**src/verilog/svi_pkg.sv**
```systemverilog
// constants for the single vector interrupt unit
// assumes one clock pclk and an active low asynchronous reset presetn
package svi_pkg;
    // ------------------------------------------------------------
    // register map of the device end
    // ------------------------------------------------------------
    localparam logic [7:0] SYS_MODE_ADDR    = 8'hdf;
    localparam int         GIE_BIT          = 3;
    localparam logic [7:0] PEND1_ADDR       = 8'hd0;
    localparam logic [7:0] PEND2_ADDR       = 8'hd1;
    localparam logic [7:0] SRC_EN1_ADDR     = 8'hd2;
    localparam logic [7:0] SRC_EN2_ADDR     = 8'hd3;
    localparam logic [7:0] SYS_MODE_RESET   = 8'h00;
    localparam int         WATCH_BIT        = 11;
    localparam int         NUM_SRC          = 14;
    localparam logic [15:0] VEC_HI_ADDR     = 16'h0000;
    localparam logic [15:0] VEC_LO_ADDR     = 16'h0001;
    localparam logic [15:0] VEC_RESET       = 16'h0100;
    // ------------------------------------------------------------
    // apb register map of the controller end
    // ------------------------------------------------------------
    localparam logic [7:0] A_CMD    = 8'h00;
    localparam logic [7:0] A_STAT   = 8'h04;
    localparam logic [7:0] A_IRQ    = 8'h08;
    localparam logic [7:0] A_MASK   = 8'h0c;
    localparam logic [7:0] A_PC     = 8'h10;
    localparam logic [7:0] A_FLAGS  = 8'h14;
    localparam logic [7:0] A_REGADR = 8'h18;
    localparam logic [7:0] A_REGDAT = 8'h1c;
    localparam logic [7:0] A_SEL    = 8'h20;
    // command codes written to A_CMD
    localparam logic [2:0] CMD_STEP    = 3'h1;
    localparam logic [2:0] CMD_GIE_ON  = 3'h2;
    localparam logic [2:0] CMD_GIE_OFF = 3'h3;
    localparam logic [2:0] CMD_RETURN  = 3'h4;
    localparam logic [2:0] CMD_WR      = 3'h5;
    localparam logic [2:0] CMD_RD      = 3'h6;
    // irq status bits
    localparam int EV_ENTRY = 0;
    localparam int EV_DONE  = 1;
    localparam int EV_RET   = 2;

    typedef enum logic [2:0] {
        OP_NONE, OP_STEP, OP_GIE_ON, OP_GIE_OFF, OP_RETURN, OP_WR, OP_RD
    } svi_op_t;
endpackage

```
**src/verilog/svi_if.sv**
```systemverilog
// link between the interrupt device end and the core sequencer end
// assumes both ends share pclk
`timescale 1ns/1ps
interface svi_if;
    logic        op_valid;
    logic [2:0]  op;
    logic [7:0]  op_addr;
    logic [7:0]  op_wdata;
    logic [15:0] op_pc;
    logic [7:0]  op_flags;
    logic        op_done;
    logic [7:0]  op_rdata;
    logic        ack;
    logic        push_valid;
    logic [7:0]  push_data;
    logic [15:0] fetch_addr;
    logic [15:0] vector;
    logic [15:0] ret_pc;
    logic [7:0]  ret_flags;

    modport dev (
        input  op_valid, op, op_addr, op_wdata, op_pc, op_flags,
        output op_done, op_rdata, ack, push_valid, push_data, fetch_addr, vector,
               ret_pc, ret_flags
    );
    modport core (
        output op_valid, op, op_addr, op_wdata, op_pc, op_flags,
        input  op_done, op_rdata, ack, push_valid, push_data, fetch_addr, vector,
               ret_pc, ret_flags
    );
endinterface // svi_if

```
**src/verilog/svi_device.sv**
```systemverilog
// device end: pending bits, enables, global enable and the interrupt machine cycle
// assumes the core end issues one operation at a time and waits for op_done
`timescale 1ns/1ps
module svi_device #(
    parameter int          NSRC     = 14,
    parameter logic [15:0] VEC_INIT = svi_pkg::VEC_RESET
) (
    input  wire logic            pclk,
    input  wire logic            presetn,
    svi_if.dev                   lnk,
    input  wire logic [NSRC-1:0] src_req,
    output logic [NSRC-1:0]      pending,
    output logic                 global_en
);
    if (NSRC != svi_pkg::NUM_SRC) begin : g_bad_nsrc
        $error("svi_device serves fourteen sources");
    end

    typedef enum logic [2:0] {
        S_IDLE, S_CLR, S_PUSH_LO, S_PUSH_HI, S_PUSH_FL, S_FETCH_HI, S_FETCH_LO, S_DONE
    } svi_state_t;

    // ------------------------------------------------------------
    // registers
    // ------------------------------------------------------------
    svi_state_t      state_q;
    logic [7:0]      sys_mode_q;
    logic [15:0]     pend_q;
    logic [15:0]     src_en_q;
    logic [15:0]     vec_rom_q;
    logic [15:0]     vec_q;
    logic [7:0]      push_data_q;
    logic            push_q;
    logic            done_q;
    logic            ack_q;
    logic [7:0]      rdata_q;
    logic [15:0]     ret_pc_q;
    logic [7:0]      ret_flags_q;
    logic [7:0]      st_top;
    logic [7:0]      st_next;
    logic [7:0]      st_third;
    logic            eligible;
    logic            is_wr;
    logic            is_return;
    logic            take;

    svi_stack #(.DEPTH(8)) u_stack (
        .pclk       (pclk),
        .presetn    (presetn),
        .push       (push_q),
        .push_data  (push_data_q),
        .pop        (is_return),
        .top_data   (st_top),
        .next_data  (st_next),
        .third_data (st_third)
    );

    // ------------------------------------------------------------
    // eligibility and acceptance
    // ------------------------------------------------------------
    assign eligible = sys_mode_q[svi_pkg::GIE_BIT]
                      && |(pend_q[NSRC-1:0] & src_en_q[NSRC-1:0]);
    assign take = lnk.op_valid && state_q == S_IDLE
                  && lnk.op == svi_pkg::CMD_STEP && eligible;
    assign is_wr = lnk.op_valid && state_q == S_IDLE && lnk.op == svi_pkg::CMD_WR;
    assign is_return = lnk.op_valid && state_q == S_IDLE && lnk.op == svi_pkg::CMD_RETURN;

    function automatic logic [7:0] clr_byte(input logic [7:0] old, input logic [7:0] wd,
                                             input logic [7:0] set);
        clr_byte = (old & wd) | set;
    endfunction

    // ------------------------------------------------------------
    // pending bits; new requests win over a clearing write
    // ------------------------------------------------------------
    always_ff @(posedge pclk or negedge presetn) begin
        if (!presetn) begin
            pend_q <= 16'h0000;
        end else if (is_wr && lnk.op_addr == svi_pkg::PEND1_ADDR) begin
            pend_q[7:0]  <= clr_byte(pend_q[7:0], lnk.op_wdata, src_req[7:0]);
            pend_q[13:8] <= pend_q[13:8] | src_req[13:8];
        end else if (is_wr && lnk.op_addr == svi_pkg::PEND2_ADDR) begin
            pend_q[7:0]  <= pend_q[7:0] | src_req[7:0];
            pend_q[15:8] <= clr_byte(pend_q[15:8], lnk.op_wdata,
                                     {2'b00, src_req[13:8]});
        end else begin
            pend_q[13:0] <= pend_q[13:0] | src_req;
        end
    end

    // ------------------------------------------------------------
    // system mode, source enables, vector words
    // ------------------------------------------------------------
    always_ff @(posedge pclk or negedge presetn) begin
        if (!presetn) begin
            sys_mode_q <= svi_pkg::SYS_MODE_RESET;
        end else if (state_q == S_CLR) begin
            sys_mode_q[svi_pkg::GIE_BIT] <= 1'b0;
        end else if (lnk.op_valid && state_q == S_IDLE) begin
            unique case (lnk.op)
                svi_pkg::CMD_GIE_ON:  sys_mode_q[svi_pkg::GIE_BIT] <= 1'b1;
                svi_pkg::CMD_GIE_OFF: sys_mode_q[svi_pkg::GIE_BIT] <= 1'b0;
                svi_pkg::CMD_RETURN:  sys_mode_q[svi_pkg::GIE_BIT] <= 1'b1;
                svi_pkg::CMD_WR: begin
                    if (lnk.op_addr == svi_pkg::SYS_MODE_ADDR) begin
                        sys_mode_q <= lnk.op_wdata;
                    end
                end
                default: ;
            endcase
        end
    end

    always_ff @(posedge pclk or negedge presetn) begin
        if (!presetn) begin
            src_en_q  <= 16'h0000;
            vec_rom_q <= VEC_INIT;
        end else if (is_wr) begin
            if (lnk.op_addr == svi_pkg::SRC_EN1_ADDR) src_en_q[7:0]  <= lnk.op_wdata;
            if (lnk.op_addr == svi_pkg::SRC_EN2_ADDR) src_en_q[15:8] <= lnk.op_wdata;
            if (lnk.op_addr == svi_pkg::VEC_HI_ADDR[7:0]) vec_rom_q[15:8] <= lnk.op_wdata;
            if (lnk.op_addr == svi_pkg::VEC_LO_ADDR[7:0]) vec_rom_q[7:0]  <= lnk.op_wdata;
        end
    end

    // ------------------------------------------------------------
    // interrupt machine cycle
    // ------------------------------------------------------------
    always_ff @(posedge pclk or negedge presetn) begin
        if (!presetn) begin
            state_q     <= S_IDLE;
            push_q      <= 1'b0;
            push_data_q <= 8'h00;
            vec_q       <= 16'h0000;
            ack_q       <= 1'b0;
        end else begin
            push_q <= 1'b0;
            ack_q  <= 1'b0;
            unique case (state_q)
                S_IDLE: if (take) begin
                    state_q <= S_CLR;
                    ack_q   <= 1'b1;
                end
                S_CLR: begin
                    state_q     <= S_PUSH_LO;
                    push_q      <= 1'b1;
                    push_data_q <= lnk.op_pc[7:0];
                end
                S_PUSH_LO: begin
                    state_q     <= S_PUSH_HI;
                    push_q      <= 1'b1;
                    push_data_q <= lnk.op_pc[15:8];
                end
                S_PUSH_HI: begin
                    state_q     <= S_PUSH_FL;
                    push_q      <= 1'b1;
                    push_data_q <= lnk.op_flags;
                end
                S_PUSH_FL: state_q <= S_FETCH_HI;
                S_FETCH_HI: begin
                    state_q     <= S_FETCH_LO;
                    vec_q[15:8] <= vec_rom_q[15:8];
                end
                S_FETCH_LO: begin
                    state_q    <= S_DONE;
                    vec_q[7:0] <= vec_rom_q[7:0];
                end
                S_DONE: state_q <= S_IDLE;
            endcase
        end
    end

    // ------------------------------------------------------------
    // answers to the core end
    // ------------------------------------------------------------
    always_ff @(posedge pclk or negedge presetn) begin
        if (!presetn) begin
            done_q      <= 1'b0;
            rdata_q     <= 8'h00;
            ret_pc_q    <= 16'h0000;
            ret_flags_q <= 8'h00;
        end else begin
            done_q <= (lnk.op_valid && state_q == S_IDLE && !take && !done_q)
                      || state_q == S_DONE;
            if (is_return) begin
                ret_pc_q    <= {st_next, st_third};
                ret_flags_q <= st_top;
            end
            if (lnk.op_valid && state_q == S_IDLE && lnk.op == svi_pkg::CMD_RD) begin
                unique case (lnk.op_addr)
                    svi_pkg::SYS_MODE_ADDR: rdata_q <= sys_mode_q;
                    svi_pkg::PEND1_ADDR:    rdata_q <= pend_q[7:0];
                    svi_pkg::PEND2_ADDR:    rdata_q <= pend_q[15:8];
                    svi_pkg::SRC_EN1_ADDR:  rdata_q <= src_en_q[7:0];
                    svi_pkg::SRC_EN2_ADDR:  rdata_q <= src_en_q[15:8];
                    default:                rdata_q <= 8'h00;
                endcase
            end
        end
    end

    assign lnk.op_done    = done_q;
    assign lnk.op_rdata   = rdata_q;
    assign lnk.ack        = ack_q;
    assign lnk.push_valid = push_q;
    assign lnk.push_data  = push_data_q;
    assign lnk.fetch_addr = (state_q == S_FETCH_LO) ? svi_pkg::VEC_LO_ADDR
                                                    : svi_pkg::VEC_HI_ADDR;
    assign lnk.vector     = vec_q;
    assign lnk.ret_pc     = ret_pc_q;
    assign lnk.ret_flags  = ret_flags_q;
    assign pending        = pend_q[NSRC-1:0];
    assign global_en      = sys_mode_q[svi_pkg::GIE_BIT];
endmodule // svi_device

```
**src/verilog/svi_stack.sv**
```systemverilog
// small byte stack used by the device end for interrupt entry and return
// assumes pushes and pops never happen in the same cycle
`timescale 1ns/1ps
module svi_stack #(
    parameter int DEPTH = 8
) (
    input  wire logic       pclk,
    input  wire logic       presetn,
    input  wire logic       push,
    input  wire logic [7:0] push_data,
    input  wire logic       pop,
    output logic [7:0]      top_data,
    output logic [7:0]      next_data,
    output logic [7:0]      third_data
);
    if (DEPTH < 4 || (DEPTH & (DEPTH - 1)) != 0) begin : g_bad_depth
        $error("svi_stack depth must be a power of two of at least four");
    end
    logic [7:0] mem_q [DEPTH];
    logic [$clog2(DEPTH)-1:0] sp_q;

    function automatic logic [$clog2(DEPTH)-1:0] idx(input int off);
        idx = sp_q - off[$clog2(DEPTH)-1:0];
    endfunction

    always_ff @(posedge pclk or negedge presetn) begin
        if (!presetn) begin
            sp_q <= '0;
        end else if (push) begin
            sp_q <= sp_q + 1'b1;
        end else if (pop) begin
            sp_q <= sp_q - 2'd3;
        end
    end

    always_ff @(posedge pclk) begin
        if (push) begin
            mem_q[sp_q] <= push_data;
        end
    end

    assign top_data   = mem_q[idx(1)];
    assign next_data  = mem_q[idx(2)];
    assign third_data = mem_q[idx(3)];
endmodule // svi_stack

```
**src/flat_wrapper.sv**
```systemverilog
// flat-port wrapper written by rule: the top's interface ports become plain ports
module svi_device_flat 
#(
    parameter int          NSRC     = 14,
    parameter logic [15:0] VEC_INIT = svi_pkg::VEC_RESET
)
  (pclk, presetn, src_req, pending, global_en, lnk_op_valid, lnk_op, lnk_op_addr, lnk_op_wdata, lnk_op_pc, lnk_op_flags, lnk_op_done, lnk_op_rdata, lnk_ack, lnk_push_valid, lnk_push_data, lnk_fetch_addr, lnk_vector, lnk_ret_pc, lnk_ret_flags);
  svi_if lnk_i ();
  input  wire logic pclk;
  input  wire logic presetn;
  input  wire logic [NSRC-1:0] src_req;
  output logic [NSRC-1:0] pending;
  output logic global_en;
  input wire logic [$bits(lnk_i.op_valid)-1:0] lnk_op_valid;
  input wire logic [$bits(lnk_i.op)-1:0] lnk_op;
  input wire logic [$bits(lnk_i.op_addr)-1:0] lnk_op_addr;
  input wire logic [$bits(lnk_i.op_wdata)-1:0] lnk_op_wdata;
  input wire logic [$bits(lnk_i.op_pc)-1:0] lnk_op_pc;
  input wire logic [$bits(lnk_i.op_flags)-1:0] lnk_op_flags;
  output wire logic [$bits(lnk_i.op_done)-1:0] lnk_op_done;
  output wire logic [$bits(lnk_i.op_rdata)-1:0] lnk_op_rdata;
  output wire logic [$bits(lnk_i.ack)-1:0] lnk_ack;
  output wire logic [$bits(lnk_i.push_valid)-1:0] lnk_push_valid;
  output wire logic [$bits(lnk_i.push_data)-1:0] lnk_push_data;
  output wire logic [$bits(lnk_i.fetch_addr)-1:0] lnk_fetch_addr;
  output wire logic [$bits(lnk_i.vector)-1:0] lnk_vector;
  output wire logic [$bits(lnk_i.ret_pc)-1:0] lnk_ret_pc;
  output wire logic [$bits(lnk_i.ret_flags)-1:0] lnk_ret_flags;
  assign lnk_i.op_valid = lnk_op_valid;
  assign lnk_i.op = lnk_op;
  assign lnk_i.op_addr = lnk_op_addr;
  assign lnk_i.op_wdata = lnk_op_wdata;
  assign lnk_i.op_pc = lnk_op_pc;
  assign lnk_i.op_flags = lnk_op_flags;
  assign lnk_op_done = lnk_i.op_done;
  assign lnk_op_rdata = lnk_i.op_rdata;
  assign lnk_ack = lnk_i.ack;
  assign lnk_push_valid = lnk_i.push_valid;
  assign lnk_push_data = lnk_i.push_data;
  assign lnk_fetch_addr = lnk_i.fetch_addr;
  assign lnk_vector = lnk_i.vector;
  assign lnk_ret_pc = lnk_i.ret_pc;
  assign lnk_ret_flags = lnk_i.ret_flags;
  svi_device #(.NSRC(NSRC), .VEC_INIT(VEC_INIT)) u_core (.pclk(pclk), .presetn(presetn), .lnk(lnk_i), .src_req(src_req), .pending(pending), .global_en(global_en));
endmodule
```
**config.mk**
```make
export PLATFORM = sky130hd
export DESIGN_NAME = svi_device_flat
export DESIGN_NICKNAME = d
export VERILOG_FILES = /design/src/verilog/svi_pkg.sv /design/src/verilog/svi_if.sv /design/src/verilog/svi_device.sv /design/src/verilog/svi_stack.sv /design/src/flat_wrapper.sv
export SDC_FILE = /design/constraint.sdc
export NUM_CORES = 1
export LEC_CHECK = 0
export BUFFER_PORTS_ARGS = -buffer_cell sky130_fd_sc_hd__buf_2
export CORE_MARGIN = 3
export CORE_UTILIZATION = 55
export CTS_CLUSTER_DIAMETER = 40
export DETAILED_ROUTE_END_ITERATION = 10
export PLACE_DENSITY = 0.78
export REMOVE_ABC_BUFFERS = 1
export SLEW_MARGIN = 20
export SYNTH_ARGS = -nofsm -noshare
export SYNTH_HDL_FRONTEND = slang
export SYNTH_HIERARCHICAL = 1
export SYNTH_SLANG_ARGS = --single-unit
```
**constraint.sdc**
```tcl
create_clock -name pclk -period 3.2 [get_ports pclk]
set_clock_uncertainty 0.05 [all_clocks]
set_input_delay 0.32 -clock pclk [delete_from_list [all_inputs] [get_ports pclk]]
set_output_delay 0.32 -clock pclk [all_outputs]
set_load 0.01 [all_outputs]
```
==> results of run 1 <==
[path summary, 6_finish.rpt]
kind / startpoint / endpoint / slack (ns) / cells past startpoint
worst max register to register: u_core/u_stack/sp_q[1] / u_core/lnk.ret_flags[6] / 0.60 / 6
max in group asynchronous: presetn / u_core/vec_rom_q[8] / 1.87 / 3
worst min-delay path: src_req[0] / u_core/pend_q[0] / 0.09 / 3
worst min register to register: u_core/vec_rom_q[3] / u_core/lnk.vector[3] / 0.42 / 2
worst max-delay path: u_core/u_stack/sp_q[1] / u_core/lnk.ret_flags[6] / 0.60 / 6
min in group asynchronous: presetn / u_core/lnk.ret_pc[10] / 0.40 / 2
[synth_stat cells, types with 13 or more instances]
master,n,share of area
a21oi_1,29,0.016
a22oi_1,18,0.015
buf_4,31,0.026
clkbuf_1,14,0.0058
dfrtp_1,120,0.33
edfxtp_1,64,0.21
mux2_2,100,0.12
mux2i_1,14,0.016
mux4_2,22,0.055
nand2_1,56,0.023
nor2_1,51,0.021
nor2b_1,13,0.0090
o21ai_0,20,0.011
[worst register-to-register path, cell delays in order (launching register included)]
cell	delay, ns
dfrtp_1	0.35
buf_4	0.22
inv_1	0.11
ha_1	0.66
buf_4	0.28
mux4_1	0.56
mux2_2	0.27
[stage by stage]
step	util	instance area, um^2	std cells
floorplan	-	8710	629
global placement	0.610	9770	993
detailed placement	0.610	9770	993
CTS	0.647	10400	1026
global route	0.647	10400	1026
finish	0.647	10400	1026
[per-layer routing]
| layer | share of wire | GRT usage | vias up |
|---|---|---|---|
| met4 | 0.024 | 0.0865 | 0 |
| met3 | 0.059 | 0.0514 | 41 |
| met5 | 0 | 0 | - |
| met2 | 0.52 | 0.422 | 241 |
| met1 | 0.40 | 0.312 | 3097 |
| li1 | - | - | 2712 |
[registers in the layout (all words and copies together) (netlist names), 8 cells and up]
register	flops
u_core/lnk.push_data	8
u_core/lnk.vector	16
u_core/src_en_q	16
u_core/pend_q	16
u_core/lnk.ret_pc	16
u_core/sys_mode_q	8
u_core/u_stack/mem_q	64
u_core/lnk.ret_flags	8
u_core/vec_rom_q	16
u_core/lnk.op_rdata	8
[cells by family (layout without fill, tap and decap cells)]
| logic type | Yosys count | in the layout | synth area share |
|---|---|---|---|
| AO/OA/AOI/OAI | 96 | 96 | 0.0695 |
| XOR/XNOR | 6 | 6 | 0.00665 |
| adder cells (fa/ha/maj) | 6 | 6 | 0.00831 |
| buffers and inverters | 69 | 190 | 0.0458 |
| flip-flops | 185 | 185 | 0.548 |
| multiplexers | 154 | 154 | 0.236 |
| other | 1 | 15 | 0.000415 |
| AND/OR/NAND/NOR | 158 | 158 | 0.0856 |
[final cells by class]
cell class | count | share of cell area
inverter | 9 | 0.00326
clock buffer | 17 | 0.0411
clock inverter | 15 | 0.0147
timing repair buffer | 149 | 0.0773
multi-input combinational | 435 | 0.359
sequential | 185 | 0.478
tap | 216 | 0.0261
[power breakdown]
part | switching (uW) | internal (uW)
logic | 1670 | 1610
registers | 373 | 2980
clock network | 989 | 1040
total | 3030 | 5630
==> impl_metrics.py, run 1 <==
metrics = {
    "run_status": {
        "outcome": "complete, no violations",
    },
    "timing": {
        "rsz0062_at_grt": "false",
        "tns_ns": 0,
        "finalCritPeriodShare": 0.812,
        "drv_slew": 0,
        "finalCriticalPeriod_ns": 2.60,
        "hold_viol_final": 0,
        "setup_violations": 0,
        "layout_setup_ws_ns": 0.602,
        "slew_headroom": 0.376,
        "hold_ws_ns": 0.0929,
        "fmax_ghz": 0.385,
        "worst_pin_slew_ns": 0.928,
    },
    "worst_setup_path": {
        "cp_slowest_cell": "ha_1",
        "worst_setup_path_start_kind": "register",
        "cp_top_family": "multiplexers",
        "crit_fanout": 11,
        "cpMostUsedCell": "buf_4",
        "arrival_ns": 2.86,
        "critPathKind": "reg -> reg",
        "cp_data_required_time_ns": 3.46,
        "crit_buf_inv": 3,
        "crit_path_end_kind": "register",
        "critPathMaxStageDelay_ns": 0.66,
        "crit_chain": "buf_4, inv_1, ha_1, buf_4, mux4_1, mux2_2",
    },
    "die": {
        "dieArea_um2": 18000,
        "die_w_um": 134,
        "io_pins": 150,
        "row_count": 46,
        "coreArea_um2": 16000,
        "start_util": 0.565,
        "die_y_um": 134,
    },
    "cts": {
        "clockBufferDepth": 2,
        "path_clk_slew_ns": 0.08,
        "clk_latency_ns": 0.43,
        "cts.sinks": 185,
        "h-tree-depth": 4,
        "cts-resized-gates": 0,
        "post-cts-setup-buffer-count": 0,
        "hold_buffers": 1,
        "cts_tree": "built",
        "cts-root-buf": "clkbuf_16",
        "cts-buffers-inserted": 17,
    },
    "logic_synthesis": {
        "netlist_area_um2": 9030,
        "ys.flop_type": "dfrtp_1",
        "yosysWarnings": 6,
        "synthCells": 675,
        "ys_seq_area_frac": 0.548,
        "async_reset_ff_frac": 0.654,
        "synth-seq-cells": 185,
        "ys_types": 59,
        "synth_edf_count": 64,
        "synth_area_per_cell_um2": 13.4,
    },
    "layout": {
        "fin_nets": 863,
        "layout.cells.most_common": "buf_2",
        "num_antenna_cells": 0,
        "ff_latch_area_um2": 4950,
        "drive_above_1_share": 0.393,
        "fill_cells": 1203,
        "syn_to_final_growth_pct": 14.6,
        "multi_input_area_um2": 3720,
        "final_cell_mix": "133 x buf_2, 120 x dfrtp_1, 100 x mux2_2",
    },
    "drt": {
        "first_iter_violations": 471,
        "postRouteAntennaNets": 0,
        "vias": 6091,
        "avgRoutedWirePerCell_um": 21.3,
        "dr.pass1.iters": 5,
        "viasPerCell": 5.94,
        "drc_errors": 0,
        "routed_wirelength_um": 21900,
    },
    "pwr": {
        "ir_drop_mv": 0.574,
        "p_leak_uw": 0.00457,
        "p_total_uw": 8660,
        "p_per_area_nw_per_um2": 837,
    },
    "place": {
        "hpwlAfterDp_um": 15500,
        "port_buffers": 134,
        "pre_cts_slack_ns": 0.617,
        "gp_congestion": 0.902,
    },
    "grt": {
        "grt_pass1_wl_um": 33800,
        "antenna_found_initial": 0,
        "track_usage": 0.246,
        "overflow": 0,
        "grt_max_degree": 73,
        "grt_pass1_vias": 6167,
    },
    "worst_hold_path": {
        "min_path_type": "in -> reg",
    },
    "run": {
        "maxCapViolations": 0,
    },
}
No activity file was read; power rests on OpenSTA's default activity.
==> run 2: changes to the inputs <==
--- a/config.mk
+++ b/config.mk
@@ -5,12 +5,13 @@
 export SDC_FILE = /design/constraint.sdc
 export NUM_CORES = 1
 export LEC_CHECK = 0
+export ABC_AREA = 1
 export BUFFER_PORTS_ARGS = -buffer_cell sky130_fd_sc_hd__buf_2
 export CORE_MARGIN = 3
-export CORE_UTILIZATION = 55
+export CORE_UTILIZATION = 52
 export CTS_CLUSTER_DIAMETER = 40
 export DETAILED_ROUTE_END_ITERATION = 10
-export PLACE_DENSITY = 0.78
+export PLACE_DENSITY = 0.77
 export REMOVE_ABC_BUFFERS = 1
 export SLEW_MARGIN = 20
 export SYNTH_ARGS = -nofsm -noshare
==> constraint.sdc (replaced) <==
create_clock -name pclk -period 2.3 [get_ports pclk]
set_clock_uncertainty 0.05 [all_clocks]
set_input_delay 0.23 -clock pclk [delete_from_list [all_inputs] [get_ports pclk]]
set_output_delay 0.23 -clock pclk [all_outputs]
set_load 0.01 [all_outputs]
==> run 2 against run 1 <==
Net effect: final cell count increased by 48%; register-to-register slack got worse by 0.55 ns; routed wire length increased by 12%; via count increased by 33%; sequential cell count unchanged; total power increased by 50%; hold slack got worse by 0.083 ns.
==> impl_metrics.py, run 2 <==
metrics = {
    "worst_setup_path": {
        "r2r_cells": 7,
        "arrival_ns": 2.52,
        "crit_chain": "nor2_4, nand3_4, nor2_8, nand3_4, o21ai_0, nand2_1, dlygate4sd3_1",
        "r2r_start": "u_core/state_q[1]",
        "crit_path_end_kind": "register",
        "cp_data_required_time_ns": 2.57,
        "cpMostUsedCell": "nand3_4",
        "cp_slowest_cell": "dlygate4sd3_1",
        "r2r_slack_ns": 0.05,
        "worst_setup_path_start_kind": "register",
        "critPathKind": "reg -> reg",
        "rr_endpoint": "u_core/pend_q[1]",
        "crit_fanout": 8,
        "critPathMaxStageDelay_ns": 0.56,
    },
    "pwr": {
        "p_leak_uw": 0.00565,
        "pwr-share-seq": 0.363,
        "comb_power_share": 0.422,
        "p_clk_frac": 0.215,
        "switchingPower_uw": 5350,
        "cell_internal_pwr_uw": 7610,
        "p_per_area_nw_per_um2": 1160,
        "swShare": 0.413,
        "ir_drop_mv": 0.709,
    },
    "drt": {
        "viasPerCell": 5.32,
        "avgRoutedWirePerCell_um": 16.1,
        "first_iter_violations": 839,
        "vias": 8075,
        "drc_errors": 0,
        "routed_wirelength_um": 24500,
        "dr.pass1.iters": 6,
        "postRouteAntennaNets": 0,
    },
    "layout": {
        "syn_to_final_growth_pct": 16.9,
        "final_cell_area_um2": 11200,
        "postLayoutCoreUtil": 0.634,
        "multi_input_area_um2": 3620,
        "drive_above_1_share": 0.205,
        "largest_reg_flops": 64,
        "ff_latch_area_um2": 4950,
        "final_cell_mix": "363 x nand2_1, 185 x nand3_1, 136 x inv_1",
        "largest_register": "u_core/u_stack/mem_q",
        "layout.cells.most_common": "nand2_1",
        "fill_cells": 1437,
        "fin_nets": 1345,
        "stdcell_count": 1518,
    },
    "logic_synthesis": {
        "synthTopCellsByArea": "dfrtp_1 31%, edfxtp_1 20%, nand2_1 14%",
        "yosysWarnings": 6,
        "synth_top_area_frac": 0.315,
        "ys.flop_type": "dfrtp_1",
        "netlist_area_um2": 9540,
        "synthCells": 1121,
        "ys_types": 39,
        "synth_common_cells": "363 x nand2_1, 185 x nand3_1, 136 x inv_1",
        "synth_most_common_cell": "nand2_1",
        "ys_seq_area_frac": 0.519,
        "synth_area_per_cell_um2": 8.51,
        "synth-seq-cells": 185,
        "yosys.area.top_type": "dfrtp_1",
        "async_reset_ff_frac": 0.654,
        "synth_edf_count": 64,
    },
    "cts": {
        "cts-buffers-inserted": 17,
        "cts.sinks": 185,
        "path_clk_slew_ns": 0.07,
        "clockBufferDepth": 2,
        "cts_tree": "built",
        "h-tree-depth": 4,
        "clk_latency_ns": 0.43,
        "cts-root-buf": "clkbuf_16",
    },
    "grt": {
        "use_met2": 0.409,
        "grt_pass1_vias": 7559,
        "grt_max_degree": 67,
        "antenna_found_initial": 0,
        "busiest_layer": "met2",
        "use_met3": 0.0519,
        "grtUsageMet1": 0.324,
        "track_usage": 0.246,
        "grt_pass1_wl_um": 39000,
        "overflow": 0,
    },
    "timing": {
        "slew_headroom": 0.563,
        "drv_slew": 0,
        "hold_ws_ns": 0.00994,
        "finalCriticalPeriod_ns": 2.25,
        "worst_pin_slew_ns": 0.656,
        "layout_setup_ws_ns": 0.0486,
        "rsz0062_at_grt": "true",
        "fmax_ghz": 0.444,
        "setup_violations": 0,
        "hold_viol_final": 0,
        "finalCritPeriodShare": 0.979,
    },
    "worst_hold_path": {
        "hp-start": "lnk_op_wdata[4]",
        "whs_path_depth": 3,
        "min_to": "u_core/pend_q[4]",
        "min_path_type": "in -> reg",
    },
    "die": {
        "dieArea_um2": 20000,
        "start_util": 0.542,
        "row_count": 48,
        "die_y_um": 141,
        "die_w_um": 141,
        "io_pins": 150,
        "coreArea_um2": 17600,
    },
    "place": {
        "place_area_um2": 10400,
        "gp_congestion": 0.934,
        "port_buffers": 134,
        "hpwlAfterDp_um": 17100,
        "dp_cells": 1462,
        "pre_cts_slack_ns": 0.340,
    },
    "run": {
        "maxCapViolations": 0,
    },
    "run_status": {
        "outcome": "complete, no violations",
    },
}
## run 2: cell families (layout without fill, tap and decap cells)
family                   after synthesis  after routing  share of synthesized area
AND/OR/NAND/NOR                      590            590                      0.273
adder cells (fa/ha/maj)                6              6                    0.00787
multiplexers                           8              8                    0.00945
XOR/XNOR                               4              4                    0.00722
AO/OA/AOI/OAI                        114            114                     0.0741
other                                  1             16                   0.000393
flip-flops                           185            185                      0.519
buffers and inverters                213            370                      0.109
## run 2: worst max path at each step
stage	start	end	slack, ns	cells after the start
final	u_core/state_q[1]	u_core/pend_q[1]	0.05	7
after global routing	u_core/state_q[1]	u_core/pend_q[6]	-0.01	7
after CTS	u_core/state_q[1]	u_core/pend_q[1]	0.05	7
after detailed placement	u_core/u_stack/sp_q[0]	u_core/u_stack/mem_q[2][4]	0.34	5
after global placement	u_core/u_stack/sp_q[0]	u_core/u_stack/mem_q[0][4]	0.45	5
after floorplan	u_core/u_stack/sp_q[0]	u_core/lnk.ret_pc[3]	-1.59	8
## run 2: critical path: cells and delay by family (launching register included)
family          cells  cell delay, ns
compound gates      1            0.26
simple gates        5            0.81
buf+inv             1            0.56
flops               1            0.46
## run 2: repair_timing
action | 4_1_cts | 5_1_grt
endpoints found under the setup margin | 0 | 4
hold buffers | 21 | 0
setup buffers | 0 | 2
gates resized for setup | 0 | 2
hold endpoints to repair | 58 | 0
## run 2: power by group through the flow
| stage | Combinational [uW] | Sequential (uW) | Clock [uW] |
|---|---|---|---|
| after floorplan | 3180 | 4890 | 0 |
| after global placement | 5310 | 4750 | 0 |
| after detailed placement | 5390 | 4770 | 0 |
| after CTS | 5440 | 4710 | 2830 |
| after global routing | 6140 | 4780 | 2960 |
| final | 5470 | 4700 | 2790 |
## run 2: final cells by class
type | instances | area share
repair buffers | 196 | 0.108
clock inverters | 13 | 0.0104
multi-input cells | 737 | 0.325
diodes | 1 | 0.000224
well taps | 225 | 0.0252
clock buffers | 19 | 0.0397
flip-flops and latches | 185 | 0.444
inverters | 142 | 0.0478
## run 2: per-stage QoR
step / TNS, ns / power [uW]
floorplan: -48.06 / 8060
global placement: 0 / 10100
detailed placement: 0 / 10200
CTS: 0 / 13000
global route: -0.0214 / 13900
finish: 0 / 13000
## run 2: metal layers
| metal | share of wire | up-vias |
|---|---|---|
| met3 | 0.077 | 49 |
| met1 | 0.41 | 3773 |
| met5 | 0 | - |
| met4 | 0.027 | 0 |
| li1 | - | 3902 |
| met2 | 0.49 | 351 |
